==> src/pspa_pkg.sv <==
// Shared constants and types of the power stage auxiliary logic
package pspa_pkg;
  // Bus widths
  localparam int AW = 8;
  localparam int DW = 32;
  // Register byte offsets
  localparam logic [7:0] OFS_CTRL = 8'h00;
  localparam logic [7:0] OFS_CFG = 8'h04;
  localparam logic [7:0] OFS_OCFG = 8'h08;
  localparam logic [7:0] OFS_MAT = 8'h0C;
  localparam logic [7:0] OFS_DLY = 8'h10;
  localparam logic [7:0] OFS_CAP = 8'h14;
  localparam logic [7:0] OFS_STAT = 8'h18;
  // Writable bit masks; other bits read as zero
  localparam logic [31:0] MSK_CTRL = 32'h0000001F;
  localparam logic [31:0] MSK_CHAIN = 32'h00000003;
  localparam logic [31:0] MSK_CFG = 32'h000001FF;
  localparam logic [31:0] MSK_OCFG = 32'h0000001F;
  localparam logic [31:0] MSK_MAT = 32'h000000FF;
  localparam logic [31:0] MSK_DLY = 32'h000000FF;
  localparam logic [31:0] MSK_STAT = 32'h0000000F;
  // Reset value of every register
  localparam logic [31:0] REG_RST = 32'h00000000;
  // control_reg fields
  localparam int CTRL_RUN = 0;
  localparam int CTRL_AUTORUN = 1;
  localparam int CTRL_PRE_LO = 2;
  localparam int CTRL_CLKSEL = 4;
  // config_reg fields
  localparam int CFG_MODE_LO = 0;
  localparam int CFG_RUN_LO = 4;
  localparam int CFG_MAT_EN = 6;
  localparam int CFG_POL = 7;
  localparam int CFG_ACT_HI = 8;
  // sync_output_config fields
  localparam int OCFG_DUPA = 0;
  localparam int OCFG_DUPB = 1;
  localparam int OCFG_SRC_LO = 2;
  localparam int OCFG_DLYCLK = 4;
  // Status flag positions
  localparam int ST_RELOAD = 0;
  localparam int ST_ENH = 1;
  localparam int ST_INPUT = 2;
  localparam int ST_SYNCERR = 3;
  // Input mode codes
  localparam logic [3:0] IM_NONE = 4'h0;
  localparam logic [3:0] IM_DEACT = 4'h4;
  localparam logic [3:0] IM_HALT = 4'h7;
  localparam logic [3:0] IM_MAX_LOW = 4'h9;
  localparam logic [3:0] IM_FFDEACT = 4'hE;
  // Running modes
  localparam logic [1:0] RM_ONE = 2'h0;
  localparam logic [1:0] RM_TWO = 2'h1;
  localparam logic [1:0] RM_FOUR = 2'h2;
  localparam logic [1:0] RM_CENTER = 2'h3;
  // Sync source codes
  localparam logic [1:0] SS_LEAD0 = 2'h0;
  localparam logic [1:0] SS_TRAIL0 = 2'h1;
  localparam logic [1:0] SS_LEAD1 = 2'h2;
  localparam logic [1:0] SS_TRAIL1 = 2'h3;
  // Prescaler codes and shift clock divider
  localparam logic [1:0] PRE_DIV1 = 2'h0;
  localparam logic [1:0] SHIFT_DIV_LAST = 2'h3;
  // Bus responses
  localparam logic [1:0] RESP_OKAY = 2'h0;
  localparam logic [1:0] RESP_SLVERR = 2'h2;
  // Write channel states
  typedef enum logic [0:0] {
    WR_IDLE = 1'b0,
    WR_RESP = 1'b1
  } pspa_wr_st_t;
  // Last count of the prescaler for divide by 1, 4, 32, 256
  function automatic logic [7:0] pspa_pre_limit(input logic [1:0] sel);
    case (sel)
      2'h0: pspa_pre_limit = 8'h00;
      2'h1: pspa_pre_limit = 8'h03;
      2'h2: pspa_pre_limit = 8'h1F;
      default: pspa_pre_limit = 8'hFF;
    endcase
  endfunction : pspa_pre_limit
endpackage : pspa_pkg

==> src/pspa_top.sv <==
// Power stage auxiliary logic: outputs, capture, sync, chain, registers
//
// Implementation choices: the placing of the registers and the AXI4-Lite register port.
`timescale 1ns/100ps
module pspa_top #(
  parameter int CW = 12,
  parameter bit CHAIN_EN = 1'b0
) (
  input wire logic ref_clk,
  input wire logic nrst,
  // AXI4-Lite slave
  input wire logic awvalid,
  output logic awready,
  input wire logic [pspa_pkg::AW-1:0] awaddr,
  input wire logic wvalid,
  output logic wready,
  input wire logic [pspa_pkg::DW-1:0] wdata,
  input wire logic [3:0] wstrb,
  output logic bvalid,
  input wire logic bready,
  output logic [1:0] bresp,
  input wire logic arvalid,
  output logic arready,
  input wire logic [pspa_pkg::AW-1:0] araddr,
  output logic rvalid,
  input wire logic rready,
  output logic [pspa_pkg::DW-1:0] rdata,
  output logic [1:0] rresp,
  // Core ramp generator side
  input wire logic core_out0,
  input wire logic core_out1,
  input wire logic [1:0] ramp_idx,
  input wire logic [CW-1:0] count_in,
  input wire logic reload_ev,
  input wire logic enh_end_ev,
  input wire logic sync_err_ev,
  // Retrigger or fault input and clock sources
  input wire logic retrig_in,
  input wire logic io_tick,
  input wire logic pll_tick,
  // Run daisy chain
  input wire logic prev_run_in,
  input wire logic next_fault_in,
  output logic run_out,
  output logic fault_to_prev,
  // Pins
  output logic third_ctrl_out0,
  output logic third_ctrl_out1,
  output logic dup_out_a,
  output logic dup_out_b,
  output logic adc_sync,
  output logic clk_psc_tick
);
  import pspa_pkg::*;
  if (CW < 1 || CW > 16) begin : g_bad_width
    $error("counter width out of range");
  end
  // All state of the block except the prescaler and the delay line
  typedef struct packed {
    logic [31:0] ctrl;
    logic [31:0] cfg;
    logic [31:0] ocfg;
    logic [31:0] mat;
    logic [31:0] dly;
    logic [31:0] stat;
    logic [CW-1:0] cap;
    logic act_prev;
    logic [1:0] div4;
    logic out0;
    logic out1;
    logic o0p;
    logic o1p;
    logic dupa;
    logic dupb;
    logic run_o;
    logic flt_o;
    logic awh;
    logic [AW-1:0] awa;
    logic wh;
    logic [31:0] wd;
    logic [3:0] ws;
    pspa_wr_st_t wst;
    logic bv;
    logic [1:0] br;
    logic awr;
    logic wr;
    logic arr;
    logic rv;
    logic [31:0] rd;
    logic [1:0] rr;
  } pspa_top_st_t;
  pspa_top_st_t s_q, s_d;
  // Combinational helpers
  logic act;
  logic ev;
  logic [3:0] mode;
  logic mat_on;
  logic deact;
  logic inact;
  logic o0;
  logic o1;
  logic sync_pulse;
  logic shift_en;
  logic psc_tick;
  logic [31:0] chain_msk;

  // Byte-lane merge of a write into a register
  function automatic logic [31:0] wmerge(input logic [31:0] old,
                                         input logic [31:0] dat,
                                         input logic [3:0] strb,
                                         input logic [31:0] msk);
    logic [31:0] r;
    r = old;
    for (int i = 0; i < 4; i++) begin
      if (strb[i]) begin
        r[8*i +: 8] = dat[8*i +: 8];
      end
    end
    wmerge = r & msk;
  endfunction : wmerge

  // Known register addresses
  function automatic logic mapped(input logic [AW-1:0] a);
    mapped = (a == OFS_CTRL) || (a == OFS_CFG) || (a == OFS_OCFG) ||
             (a == OFS_MAT) || (a == OFS_DLY) || (a == OFS_CAP) ||
             (a == OFS_STAT);
  endfunction : mapped

  // Next state of bus, registers and output path
  always_comb begin
    s_d = s_q;
    // Chain bits are stuck at zero when chaining is absent
    chain_msk = CHAIN_EN ? MSK_CTRL : (MSK_CTRL & ~MSK_CHAIN);
    // Write address and data are taken in either order
    if (!s_q.awh && awvalid && s_q.awr) begin
      s_d.awh = 1'b1;
      s_d.awa = awaddr;
    end
    if (!s_q.wh && wvalid && s_q.wr) begin
      s_d.wh = 1'b1;
      s_d.wd = wdata;
      s_d.ws = wstrb;
    end
    // Write channel sequencing
    case (s_q.wst)
      WR_IDLE: begin
        if (s_q.awh && s_q.wh) begin
          s_d.awh = 1'b0;
          s_d.wh = 1'b0;
          s_d.bv = 1'b1;
          s_d.wst = WR_RESP;
          s_d.br = mapped(s_q.awa) ? RESP_OKAY : RESP_SLVERR;
          case (s_q.awa)
            OFS_CTRL: begin
              s_d.ctrl = wmerge(s_q.ctrl, s_q.wd, s_q.ws, chain_msk);
            end
            OFS_CFG: begin
              // Mode field is stored whole; reserved codes act as none
              s_d.cfg = wmerge(s_q.cfg, s_q.wd, s_q.ws, MSK_CFG);
            end
            OFS_OCFG: begin
              s_d.ocfg = wmerge(s_q.ocfg, s_q.wd, s_q.ws, MSK_OCFG);
            end
            OFS_MAT: begin
              s_d.mat = wmerge(s_q.mat, s_q.wd, s_q.ws, MSK_MAT);
            end
            OFS_DLY: begin
              s_d.dly = wmerge(s_q.dly, s_q.wd, s_q.ws, MSK_DLY);
            end
            OFS_STAT: begin
              // Write one to clear a flag
              s_d.stat = s_q.stat & ~wmerge(32'h0, s_q.wd, s_q.ws,
                                            MSK_STAT);
            end
            default: begin
              // Capture is read only; unmapped writes are dropped
            end
          endcase
        end
      end
      WR_RESP: begin
        if (bready) begin
          s_d.bv = 1'b0;
          s_d.wst = WR_IDLE;
        end
      end
      default: begin
        s_d.wst = WR_IDLE;
      end
    endcase
    s_d.awr = !s_d.awh;
    s_d.wr = !s_d.wh;
    // Read channel
    if (s_q.rv && rready) begin
      s_d.rv = 1'b0;
    end
    if (arvalid && s_q.arr) begin
      s_d.rv = 1'b1;
      s_d.rr = mapped(araddr) ? RESP_OKAY : RESP_SLVERR;
      case (araddr)
        OFS_CTRL: s_d.rd = s_q.ctrl;
        OFS_CFG: s_d.rd = s_q.cfg;
        OFS_OCFG: s_d.rd = s_q.ocfg;
        OFS_MAT: s_d.rd = s_q.mat;
        OFS_DLY: s_d.rd = s_q.dly;
        OFS_CAP: s_d.rd = 32'(s_q.cap);
        OFS_STAT: s_d.rd = s_q.stat;
        default: s_d.rd = 32'h0;
      endcase
    end
    s_d.arr = !s_d.rv;

    // Input event: rise of the active level, edge or level mode alike
    act = s_q.cfg[CFG_ACT_HI] ? retrig_in : !retrig_in;
    ev = act && !s_q.act_prev;
    s_d.act_prev = act;
    mode = s_q.cfg[CFG_MODE_LO +: 4];
    // Capture overwrites with no loss protection, same cycle as event
    if (ev) begin
      s_d.cap = count_in;
    end
    // Sticky flags; a set wins over a clear in the same cycle
    s_d.stat[ST_RELOAD] = s_d.stat[ST_RELOAD] | reload_ev;
    s_d.stat[ST_ENH] = s_d.stat[ST_ENH] | enh_end_ev;
    s_d.stat[ST_INPUT] = s_d.stat[ST_INPUT] | ev;
    s_d.stat[ST_SYNCERR] = s_d.stat[ST_SYNCERR] | sync_err_ev;

    // Mode 7 faults halt run, including one sent back by a slave
    if (CHAIN_EN && mode == IM_HALT && (ev || next_fault_in)) begin
      s_d.ctrl[CTRL_RUN] = 1'b0;
    end
    // Slave hands its enabled mode 7 fault to the run supplier
    s_d.flt_o = CHAIN_EN && mode == IM_HALT && act &&
                s_q.ctrl[CTRL_AUTORUN];
    // Run passes on; an autorun slave starts and stops with it
    s_d.run_o = CHAIN_EN && (s_q.ctrl[CTRL_RUN] ||
                (s_q.ctrl[CTRL_AUTORUN] && prev_run_in));

    // Matrix only in four-ramp mode; polarity then has no effect
    mat_on = s_q.cfg[CFG_MAT_EN] && s_q.cfg[CFG_RUN_LO +: 2] == RM_FOUR;
    if (mat_on) begin
      o0 = s_q.mat[{1'b0, ramp_idx}];
      o1 = s_q.mat[{1'b1, ramp_idx}];
      inact = 1'b0;
    end else begin
      o0 = core_out0 ^ s_q.cfg[CFG_POL];
      o1 = core_out1 ^ s_q.cfg[CFG_POL];
      inact = s_q.cfg[CFG_POL];
    end
    // Mode 14 (and 4) mask outputs while active; ramp and period run on
    deact = (mode == IM_FFDEACT || mode == IM_DEACT) && act;
    // Reserved and unused codes fall through with no output action
    if (deact) begin
      o0 = inact;
      o1 = inact;
    end
    s_d.out0 = o0;
    s_d.out1 = o1;
    s_d.dupa = s_d.ocfg[OCFG_DUPA] ? o1 : o0;
    s_d.dupb = s_d.ocfg[OCFG_DUPB] ? o0 : o1;

    // Sync source edge select, one cycle behind the pins
    s_d.o0p = s_q.out0;
    s_d.o1p = s_q.out1;
    if (s_q.cfg[CFG_RUN_LO +: 2] == RM_CENTER) begin
      // Centered mode: only the two output-0 codes give a pulse
      case (s_q.ocfg[OCFG_SRC_LO +: 2])
        SS_LEAD0: sync_pulse = !s_q.out0 && s_q.o0p;
        SS_TRAIL0: sync_pulse = s_q.out0 && !s_q.o0p;
        default: sync_pulse = 1'b0;
      endcase
    end else begin
      case (s_q.ocfg[OCFG_SRC_LO +: 2])
        SS_LEAD0: sync_pulse = s_q.out0 && !s_q.o0p;
        SS_TRAIL0: sync_pulse = !s_q.out0 && s_q.o0p;
        SS_LEAD1: sync_pulse = s_q.out1 && !s_q.o1p;
        SS_TRAIL1: sync_pulse = !s_q.out1 && s_q.o1p;
        default: sync_pulse = 1'b0;
      endcase
    end
    // Shift clock is the controller tick or a quarter of it
    if (psc_tick) begin
      s_d.div4 = s_q.div4 + 2'h1;
    end
    shift_en = s_q.ocfg[OCFG_DLYCLK] ?
               (psc_tick && s_q.div4 == SHIFT_DIV_LAST) : psc_tick;
  end

  // State register
  always_ff @(posedge ref_clk or negedge nrst) begin
    if (!nrst) begin
      s_q <= '0;
    end else begin
      s_q <= s_d;
    end
  end

  // Controller clock source and prescaler
  pspa_prescale u_pre (
    .ref_clk(ref_clk),
    .nrst(nrst),
    .io_tick(io_tick),
    .pll_tick(pll_tick),
    .src_pll(s_q.ctrl[CTRL_CLKSEL]),
    .div_sel(s_q.ctrl[CTRL_PRE_LO +: 2]),
    .tick_q(psc_tick)
  );

  // ADC sync delay line
  pspa_sync_delay #(.DLW(8)) u_dly (
    .ref_clk(ref_clk),
    .nrst(nrst),
    .pulse(sync_pulse),
    .shift_en(shift_en),
    .delay(s_q.dly[7:0]),
    .sync_q(adc_sync)
  );

  // Outputs straight from the state register; the clock tick comes from the prescaler
  assign awready = s_q.awr;
  assign wready = s_q.wr;
  assign bvalid = s_q.bv;
  assign bresp = s_q.br;
  assign arready = s_q.arr;
  assign rvalid = s_q.rv;
  assign rdata = s_q.rd;
  assign rresp = s_q.rr;
  assign run_out = s_q.run_o;
  assign fault_to_prev = s_q.flt_o;
  assign third_ctrl_out0 = s_q.out0;
  assign third_ctrl_out1 = s_q.out1;
  assign dup_out_a = s_q.dupa;
  assign dup_out_b = s_q.dupb;
  assign clk_psc_tick = psc_tick;
endmodule : pspa_top

==> src/pspa_prescale.sv <==
// Clock source selector and prescaler producing the controller tick
`timescale 1ns/100ps
module pspa_prescale (
  input wire logic ref_clk,
  input wire logic nrst,
  input wire logic io_tick,
  input wire logic pll_tick,
  input wire logic src_pll,
  input wire logic [1:0] div_sel,
  output logic tick_q
);
  import pspa_pkg::*;
  // All state of the prescaler
  typedef struct packed {
    logic [7:0] cnt;
    logic tick;
  } pspa_pre_st_t;
  pspa_pre_st_t s_q, s_d;
  logic src;
  // Source mux and divide counter
  always_comb begin
    s_d = s_q;
    s_d.tick = 1'b0;
    src = src_pll ? pll_tick : io_tick;
    if (src) begin
      if (s_q.cnt >= pspa_pre_limit(div_sel)) begin
        s_d.cnt = 8'h00;
        s_d.tick = 1'b1;
      end else begin
        s_d.cnt = s_q.cnt + 8'h01;
      end
    end
  end
  // State register
  always_ff @(posedge ref_clk or negedge nrst) begin
    if (!nrst) begin
      s_q <= '0;
    end else begin
      s_q <= s_d;
    end
  end
  assign tick_q = s_q.tick;
endmodule : pspa_prescale

==> src/pspa_sync_delay.sv <==
// Programmable delay line for the ADC synchronization pulse
`timescale 1ns/100ps
module pspa_sync_delay #(
  parameter int DLW = 8
) (
  input wire logic ref_clk,
  input wire logic nrst,
  input wire logic pulse,
  input wire logic shift_en,
  input wire logic [DLW-1:0] delay,
  output logic sync_q
);
  import pspa_pkg::*;
  if (DLW < 1 || DLW > 16) begin : g_bad_width
    $error("delay width out of range");
  end
  // All state of the delay line
  typedef struct packed {
    logic [DLW-1:0] cnt;
    logic busy;
    logic out;
  } pspa_dly_st_t;
  pspa_dly_st_t s_q, s_d;
  // Load on a source edge, count shift ticks, fire at the last
  always_comb begin
    s_d = s_q;
    s_d.out = 1'b0;
    if (pulse) begin
      // A new edge restarts the delay
      if (delay == '0) begin
        s_d.out = 1'b1;
        s_d.busy = 1'b0;
      end else begin
        s_d.cnt = delay;
        s_d.busy = 1'b1;
      end
    end else if (s_q.busy && shift_en) begin
      if (s_q.cnt == DLW'(1)) begin
        s_d.out = 1'b1;
        s_d.busy = 1'b0;
      end else begin
        s_d.cnt = s_q.cnt - DLW'(1);
      end
    end
  end
  // State register
  always_ff @(posedge ref_clk or negedge nrst) begin
    if (!nrst) begin
      s_q <= '0;
    end else begin
      s_q <= s_d;
    end
  end
  assign sync_q = s_q.out;
endmodule : pspa_sync_delay

==> config.mk <==
export PLATFORM = sky130hd
export DESIGN_NAME = pspa_top
export DESIGN_NICKNAME = d
export VERILOG_FILES = /design/src/pspa_pkg.sv /design/src/pspa_top.sv /design/src/pspa_prescale.sv /design/src/pspa_sync_delay.sv
export SDC_FILE = /design/constraint.sdc
export NUM_CORES = 1
export LEC_CHECK = 0
export BUFFER_PORTS_ARGS = -buffer_cell sky130_fd_sc_hd__buf_4
export CORE_ASPECT_RATIO = 0.9
export CORE_UTILIZATION = 25
export DETAILED_ROUTE_END_ITERATION = 8
export GPL_ROUTABILITY_DRIVEN = 0
export PLACE_DENSITY = 0.49
export SLEW_MARGIN = 10
export SYNTH_ARGS = -nofsm -noshare
export SYNTH_HDL_FRONTEND = slang
export SYNTH_HIERARCHICAL = 1
export SYNTH_SLANG_ARGS = --single-unit
export TNS_END_PERCENT = 5
==> constraint.sdc <==
create_clock -name ref_clk -period 2.8 [get_ports ref_clk]
set_clock_uncertainty 0.1 [all_clocks]
set_input_delay 0.56 -clock ref_clk [delete_from_list [all_inputs] [get_ports ref_clk]]
set_output_delay 0.56 -clock ref_clk [all_outputs]
set_load 0.05 [all_outputs]
==> tab_implementation.tex, run 1 <==
\begin{tabular}{lr}
\hline
Metric & Value \\
\hline
\multicolumn{2}{l}{\textbf{Yosys}} \\
\quad Average size of a mapped cell & 11.5 µm² \\
\quad Count of synthesis-stage warnings from yosys & 6 \\
\quad Proportion of synthesized chip area in sequential cells & 49.7\% \\
\quad Flip-flop cell with the highest count after synthesis & dfrtp\_1 \\
\quad Number of enable-type register cells in the synthesized netlist & 0 \\
\quad Yosys cell types & 63 \\
\quad FFs w/ async S/R, synth & 100\% \\
\quad Number of instances in the synthesized netlist & 518 \\
\quad Post-synthesis sequential element count & 118 \\
\quad Mapped Area & between 0.005 and 0.006 mm² \\
\multicolumn{2}{l}{\textbf{Detailed routing}} \\
\quad Total detailed-routing wirelength & between 10000 and 15000 µm \\
\quad Initial drt markers & around 260 \\
\quad Via count & 4167 \\
\quad Wire length per cell after detailed routing & between 15 and 20 µm \\
\quad Ratio of routed vias to standard cells & 4.56 \\
\quad Number of search-and-repair iterations in the first detailed-routing pass & 6 \\
\quad ANT nets after route & 0 \\
\quad Remaining DRCs & 0 \\
\multicolumn{2}{l}{\textbf{Placement}} \\
\quad Instance area at placement & around 0.0067 mm² \\
\quad Buffers on Ports & 80 \\
\quad Detailed placer's ending HPWL & 11000 µm \\
\multicolumn{2}{l}{\textbf{Worst setup path}} \\
\quad Kind of launch point of the worst setup path & flip-flop \\
\quad Capturing element type of the critical path & flip-flop \\
\quad Cell at the slowest stage of the critical path & or2\_0 \\
\quad Register-to-register setup slack & 380 ps \\
\quad Crit path required time & 3000 ps \\
\quad List of cells traversed by the critical path & nand2\_1 > xor2\_1 > nor3b\_1 > a21oi\_1 > o21ai\_1 > nand3b\_1 > a21oi\_2 > or2\_0 > a22o\_1 \\
\quad Critical Path Fanout Max & 8 \\
\quad Capture instance of the worst register-to-register path & u\_dly/s\_q[6] \\
\quad Arrival time at the worst endpoint & 2620 ps \\
\quad Worst reg-to-reg path cell count & 9 \\
\quad Critical path buffers and inverters & 0 \\
\quad Largest delay contributor family on the critical path & simple AND/OR/NAND/NOR gates \\
\quad Critical setup path kind & flip-flop to flip-flop \\
\quad Slowest cell delay on critical path & 400 ps \\
\quad RR Startpoint & s\_q[244] \\
\multicolumn{2}{l}{\textbf{GRT}} \\
\quad Overflow left after global routing & 0 \\
\quad First-pass GRT wire length & 23200 µm \\
\quad GRT Util Overall & 12.8\% \\
\quad Pin count of the biggest net entering global routing & about 60 \\
\quad Number of global-route vias before repair & roughly 4.3k \\
\quad Initial antenna violation count & 1 \\
\multicolumn{2}{l}{\textbf{Layout}} \\
\quad Count of inserted antenna diode cells & 0 \\
\quad Fraction of final layout cells sized beyond drive strength 1 & 35.5\% \\
\quad Synthesis-to-finish area growth & 24.3\% \\
\quad Commonest cells after routing, fill and taps aside & dfrtp\_1 (118), buf\_4 (90), mux2\_2 (75) \\
\quad NumNets Final & about 700 \\
\quad Post-route cell area & 0.00738 mm² \\
\quad Leading cell type in the layout, fill and taps excluded & dfrtp\_1 \\
\quad Final-layout fill cell count & 2372 \\
\multicolumn{2}{l}{\textbf{Power and ir drop}} \\
\quad Clock group share of total power & 35.2\% \\
\quad Internal power component & 0.00431 W \\
\quad Combinational Power Share & 25.9\% \\
\quad Leakage power of the design & approximately 3.4 nW \\
\quad Net switching power & about 0.0022 W \\
\quad Switching share of power & between 30\% and 40\% \\
\quad Worst IR Drop VDD & 380 µV \\
\quad Power Dens Cells & 881 mW/mm² \\
\quad Sequential Power Share & between 30 and 40\% \\
\quad Overall Power & 0.00650 W \\
\multicolumn{2}{l}{\textbf{Clock tree}} \\
\quad Number of buffers on the longest clock path & 2 \\
\quad Total number of H-tree levels & 4 \\
\quad Clock-pin slew on the worst setup and hold paths & around 60 ps \\
\quad Latest clock arrival within the worst-skew pair & 420 ps \\
\quad Clock sinks & 118 \\
\quad Setup Buffers After CTS & 0 \\
\quad TritonCTS clock tree & built \\
\quad Number of buffers created by CTS & 17 \\
\quad Clock Tree Root & clkbuf\_16 \\
\multicolumn{2}{l}{\textbf{STA}} \\
\quad Count of pins over their slew limit & 0 \\
\quad RSZ-0062 raised after global routing & false \\
\quad Hold WS & 230 ps \\
\quad Crit path time final & 2420 ps \\
\quad Total setup violations reported at the end of the flow & 0 \\
\quad Final clock period utilization by the worst path & 86.4\% \\
\quad Achievable clock frequency & 0.413 GHz \\
\quad Tightest slew margin relative to the limit & 48.9\% \\
\quad Least-Margin Pin Slew & 764 ps \\
\quad Accumulated negative setup slack & 0 ps \\
\quad Number of failing hold endpoints at the final stage & 0 \\
\multicolumn{2}{l}{\textbf{Floorplanning}} \\
\quad Top Ports & 132 \\
\quad Area of the die & 0.0244 mm² \\
\quad Standard-cell rows & 53 \\
\quad Die X-Extent & 164 µm \\
\quad Area of the core region & between 0.02 and 0.025 mm² \\
\quad Effective utilization at floorplan & 25.4\% \\
\quad Y dimension of the die & 148 µm \\
\multicolumn{2}{l}{\textbf{Job}} \\
\quad Total of max-cap violations & 0 \\
\multicolumn{2}{l}{\textbf{Min path}} \\
\quad Hold-critical path depth & 2 \\
\quad WHS Endpoint & s\_q[112] \\
\quad Path category of the worst min-delay check & input pin to flip-flop \\
\quad Launch point of the worst hold path & enh\_end\_ev \\
\multicolumn{2}{l}{\textbf{Outcome}} \\
\quad Result of the run & finished clean \\
\hline
\end{tabular}
## power groups by stage
stage / Combinational, W / Sequential (W) / Clock [W]
final: 0.00168 / 0.00253 / 0.00229
after CTS: 0.00170 / 0.00253 / 0.00235
after global routing: 0.00184 / 0.00260 / 0.00243
after global placement: 0.00163 / 0.00254 / 0
after floorplan: 0.00114 / 0.00256 / 0
after detailed placement: 0.00169 / 0.00256 / 0
## worst register-to-register path, stage by stage (launching register included)
cell      delay, ps
dfrtp_1         390
nand2_1         110
xor2_1          160
nor3b_1         180
a21oi_1          60
o21ai_1         320
nand3b_1        250
a21oi_2          50
or2_0           400
a22o_1          290
## synthesized netlist by cell type (5+ instances only)
cell,count,share of area (%)
nor2_1,23,1.5
mux2_2,75,14
buf_4,38,4.8
o21ai_1,6,0.51
ha_1,9,1.9
mux2i_1,7,1.2
and3_1,5,0.53
dfrtp_1,118,50
nor3_1,5,0.42
a22oi_1,8,1.0
a21oi_1,6,0.51
o22ai_1,7,0.74
nand3_1,16,1.3
nand2_1,44,2.8
o31ai_1,7,0.89
a22o_1,10,1.5
xor2_1,8,1.2
a21o_1,7,0.89
inv_1,21,1.3
o21ai_0,17,1.4
clkbuf_1,10,0.63
## cell type report
class / instances / area [µm²] / share of cell area, %
sequential: 118 / 2950 / 40.0
multi-input combinational: 349 / 2640 / 35.8
timing repair buffer: 92 / 706 / 9.56
clock buffer: 19 / 453 / 6.14
tap: 302 / 378 / 5.12
clock inverter: 13 / 171 / 2.32
inverter: 21 / 78.8 / 1.07
## metrics by stage
stage	utilization, %	cells	setup WS (ps)
floorplan	-	541	637
global placement	28.9	881	285
detailed placement	28.9	881	217
CTS	31.6	914	212
global route	31.6	914	142
finish	31.6	914	380
## flip-flops by register name, summed over array words and instances, names as in the netlist
name and count:
bresp 1, third_ctrl_out0 1, arready 1, rvalid 1
mode 4, rresp 1, wready 1, rdata 12
dup_out_a 1, u_pre/s_q 8, dup_out_b 1, u_pre/tick_q 1
u_dly/sync_q 1, u_dly/s_q 9, third_ctrl_out1 1, awready 1
s_q 72, bvalid 1
## timing repair
action	CTS	global route
hold buffers	1	0
setup endpoints to repair	0	6
gates resized for setup	0	1
hold endpoints to repair	24	0
## worst max path at each step
| stage | startpoint | to | slack (ps) | depth (start not counted) |
|---|---|---|---|---|
| 5_1_grt | s_q[244] | u_dly/s_q[9] | 140 | 9 |
| 3_3_place_gp | s_q[244] | u_dly/s_q[4] | 290 | 9 |
| 4_1_cts | s_q[244] | u_dly/s_q[6] | 210 | 9 |
| 2_1_floorplan | third_ctrl_out0 | u_dly/s_q[5] | 640 | 8 |
| 3_5_place_dp | s_q[244] | u_dly/s_q[6] | 220 | 9 |
| 6_report | s_q[244] | u_dly/s_q[6] | 380 | 9 |
## layer usage
| layer | GRT usage, % | up-vias | wire length [µm] |
|---|---|---|---|
| met1 | 15.6 | 2057 | 6410 |
| met5 | 0 | - | 13 |
| li1 | - | 1965 | - |
| met2 | 21.5 | 119 | 7350 |
| met4 | 4.40 | 2 | 191 |
| met3 | 3.79 | 24 | 814 |
## kinds of logic (layout without fill, tap and decap cells)
| kind of cell | Yosys count | in the layout | synth area share [%] |
|---|---|---|---|
| DFF | 118 | 118 | 49.7 |
| muxes | 87 | 87 | 16.9 |
| and+or+nand+nor | 130 | 130 | 12.1 |
| buffers and inverters | 74 | 145 | 7.23 |
| AOI/OAI and AO/OA | 90 | 90 | 10.8 |
| adders and majority gates | 9 | 9 | 1.90 |
| other | 1 | 24 | 0.0632 |
| xor gates and xnor gates | 9 | 9 | 1.33 |
(Power assumes the default switching activity.)
==> inputs of run 2 (changes only) <==
Settings changed: CTS_BUF_LIST set to sky130_fd_sc_hd__clkbuf_4 sky130_fd_sc_hd__clkbuf_8.
==> run 2 against run 1 <==
Clock power shrank 26%. Largest cell class unchanged. Sequential share of layout area grew 1.1 points. Combinational power is essentially flat. Via count shrank 0.36%. Die area is the same. Wire length is essentially flat. Utilization shrank 0.82 points. Total power shrank 9.1%. Count of clock-buffer cells in the layout is the same. Sequential cell count is the same.
==> tab_implementation.tex, run 2 (synthesis results as in run 1) <==
\begin{tabular}{lr}
\hline
Metric & Value \\
\hline
\multicolumn{2}{l}{\textbf{Floorplanning}} \\
\quad Top Ports & 132 (unchanged) \\
\quad Die X-Extent & 164 µm (unchanged) \\
\quad Area of the die & 0.0244 mm² (unchanged) \\
\quad Effective utilization at floorplan & 25.4\% (unchanged) \\
\quad Standard-cell rows & 53 (unchanged) \\
\quad Y dimension of the die & 148 µm (unchanged) \\
\quad Area of the core region & 0.0233 mm² (unchanged) \\
\multicolumn{2}{l}{\textbf{Worst setup path}} \\
\quad Capturing element type of the critical path & flip-flop (unchanged) \\
\quad Critical path buffers and inverters & 0 (unchanged) \\
\quad Critical Path Fanout Max & 8 (unchanged) \\
\quad Crit path required time & 3030 ps (was 3000 ps) \\
\quad Kind of launch point of the worst setup path & flip-flop (unchanged) \\
\quad List of cells traversed by the critical path & nand2\_1 > xor2\_1 > nor3b\_1 > a21oi\_1 > o21ai\_1 > nand3b\_1 > a21oi\_2 > or2\_0 > a22o\_1 (unchanged) \\
\quad Largest delay contributor family on the critical path & simple AND/OR/NAND/NOR gates (unchanged) \\
\quad Critical setup path kind & flip-flop to flip-flop (unchanged) \\
\quad Cell at the slowest stage of the critical path & dfrtp\_1 (was or2\_0) \\
\quad Arrival time at the worst endpoint & 2670 ps (was 2620 ps) \\
\quad Slowest cell delay on critical path & 400 ps (about the same) \\
\multicolumn{2}{l}{\textbf{Detailed routing}} \\
\quad Initial drt markers & 258 (was 262) \\
\quad ANT nets after route & 0 (unchanged) \\
\quad Remaining DRCs & 0 (unchanged) \\
\quad Number of search-and-repair iterations in the first detailed-routing pass & 6 (unchanged) \\
\quad Wire length per cell after detailed routing & 16.2 µm (about the same) \\
\quad Ratio of routed vias to standard cells & 4.54 (was 4.56) \\
\quad Via count & 4152 (was 4167) \\
\quad Total detailed-routing wirelength & 14800 µm (about the same) \\
\multicolumn{2}{l}{\textbf{Clock tree}} \\
\quad Total number of H-tree levels & 4 (unchanged) \\
\quad TritonCTS clock tree & built (unchanged) \\
\quad Setup Buffers After CTS & 0 (unchanged) \\
\quad Clock-pin slew on the worst setup and hold paths & 80 ps (was 60 ps) \\
\quad Clock Tree Root & clkbuf\_8 (was clkbuf\_16) \\
\quad Number of buffers on the longest clock path & 2 (unchanged) \\
\quad Latest clock arrival within the worst-skew pair & 460 ps (was 420 ps) \\
\quad Clock sinks & 118 (unchanged) \\
\quad Number of buffers created by CTS & 17 (unchanged) \\
\multicolumn{2}{l}{\textbf{Placement}} \\
\quad Detailed placer's ending HPWL & 11000 µm (unchanged) \\
\quad Instance area at placement & 0.00675 mm² (unchanged) \\
\quad Buffers on Ports & 80 (unchanged) \\
\quad Instance count after placement with tap cells included & 881 (unchanged) \\
\multicolumn{2}{l}{\textbf{STA}} \\
\quad Total setup violations reported at the end of the flow & 0 (unchanged) \\
\quad Least-Margin Pin Slew & 776 ps (was 764 ps) \\
\quad Crit path time final & 2440 ps (was 2420 ps) \\
\quad RSZ-0062 raised after global routing & false (unchanged) \\
\quad Achievable clock frequency & 0.410 GHz (was 0.413 GHz) \\
\quad Accumulated negative setup slack & 0 ps (unchanged) \\
\quad Count of pins over their slew limit & 0 (unchanged) \\
\quad Number of failing hold endpoints at the final stage & 0 (unchanged) \\
\quad Final clock period utilization by the worst path & 87.1\% (was 86.4\%) \\
\quad Tightest slew margin relative to the limit & 48.1\% (was 48.9\%) \\
\multicolumn{2}{l}{\textbf{GRT}} \\
\quad Number of global-route vias before repair & 4288 (was 4309) \\
\quad GRT Util Overall & 12.9\% (was 12.8\%) \\
\quad Overflow left after global routing & 0 (unchanged) \\
\quad Initial antenna violation count & 1 (unchanged) \\
\quad Pin count of the biggest net entering global routing & 59 (unchanged) \\
\quad First-pass GRT wire length & 23200 µm (unchanged) \\
\multicolumn{2}{l}{\textbf{Layout}} \\
\quad Commonest cells after routing, fill and taps aside & dfrtp\_1 (118), buf\_4 (90), mux2\_2 (75) (unchanged) \\
\quad Final-layout fill cell count & 2387 (was 2372) \\
\quad Leading cell type in the layout, fill and taps excluded & dfrtp\_1 (unchanged) \\
\quad Count of inserted antenna diode cells & 0 (unchanged) \\
\quad Largest register by flop count & s\_q (unchanged) \\
\quad NumNets Final & 691 (unchanged) \\
\quad Area taken by multi-input logic gates & 0.00264 mm² (unchanged) \\
\quad FF+latch area & 0.00295 mm² (unchanged) \\
\quad Synthesis-to-finish area growth & 21.1\% (was 24.3\%) \\
\quad Post-route core utilization & 30.8\% (was 31.6\%) \\
\quad Post-route cell area & 0.00719 mm² (was 0.00738 mm²) \\
\quad Fraction of final layout cells sized beyond drive strength 1 & 35.5\% (unchanged) \\
\quad Non-filler cells in the finished layout & 914 (unchanged) \\
\quad Number of flip-flops under the largest register name & 72 (unchanged) \\
\multicolumn{2}{l}{\textbf{Power and ir drop}} \\
\quad Overall Power & 0.00591 W (was 0.00650 W) \\
\quad Worst IR Drop VDD & 349 µV (was 380 µV) \\
\quad Leakage power of the design & 3.33 nW (was 3.41 nW) \\
\quad Power Dens Cells & 822 mW/mm² (was 881 mW/mm²) \\
\multicolumn{2}{l}{\textbf{Min path}} \\
\quad Path category of the worst min-delay check & input pin to flip-flop (unchanged) \\
\multicolumn{2}{l}{\textbf{Outcome}} \\
\quad Result of the run & finished clean (unchanged) \\
\multicolumn{2}{l}{\textbf{Job}} \\
\quad Total of max-cap violations & 0 (unchanged) \\
\hline
\end{tabular}
run 2: path summary, 6_finish.rpt:
check,cells after the start,slack [ps],endpoint,start
min in group asynchronous,2,470,rvalid,nrst
worst min-delay path,2,200,s_q[111],reload_ev
worst max register to register,9,360,u_dly/s_q[6],s_q[244]
worst max-delay path,9,360,u_dly/s_q[6],s_q[244]
worst min register to register,0,330,s_q[93],third_ctrl_out0
max in group asynchronous,3,1280,s_q[42],nrst
run 2: area by class of cell:
type / instances / area share (%)
clock inverters: 13 / 2.38
inverters: 21 / 1.10
clock buffers: 19 / 3.64
repair buffers: 92 / 9.82
flip-flops and latches: 118 / 41.1
multi-input cells: 349 / 36.7
well taps: 302 / 5.26
run 2: report_power, final:
part	switching (W)	total, W	internal (W)
clock network	0.000761	0.00170	0.000937
logic	0.000935	0.00168	0.000746
registers	0.000429	0.00253	0.00210
total	0.00213	0.00591	0.00378
run 2: metal layers:
metal / share of wire (%) / up-vias / global-route usage [%]
li1: - / 1955 / -
met1: 43 / 2070 / 15.7
met2: 50 / 106 / 21.3
met3: 5.5 / 19 / 3.96
met4: 1.5 / 2 / 4.54
met5: 0.061 / - / 0
run 2: metrics by stage:
step | worst slack, ps | hold slack [ps]
after floorplan | 637 | 164
after global placement | 285 | 314
after detailed placement | 217 | 320
after CTS | 204 | 163
after global routing | 134 | 166
final | 362 | 195
run 2: what timing repair did:
action,CTS,global route
setup endpoints to repair,0,6
endpoints found under the hold margin,24,0
hold buffers,1,0
gates resized for setup,0,1
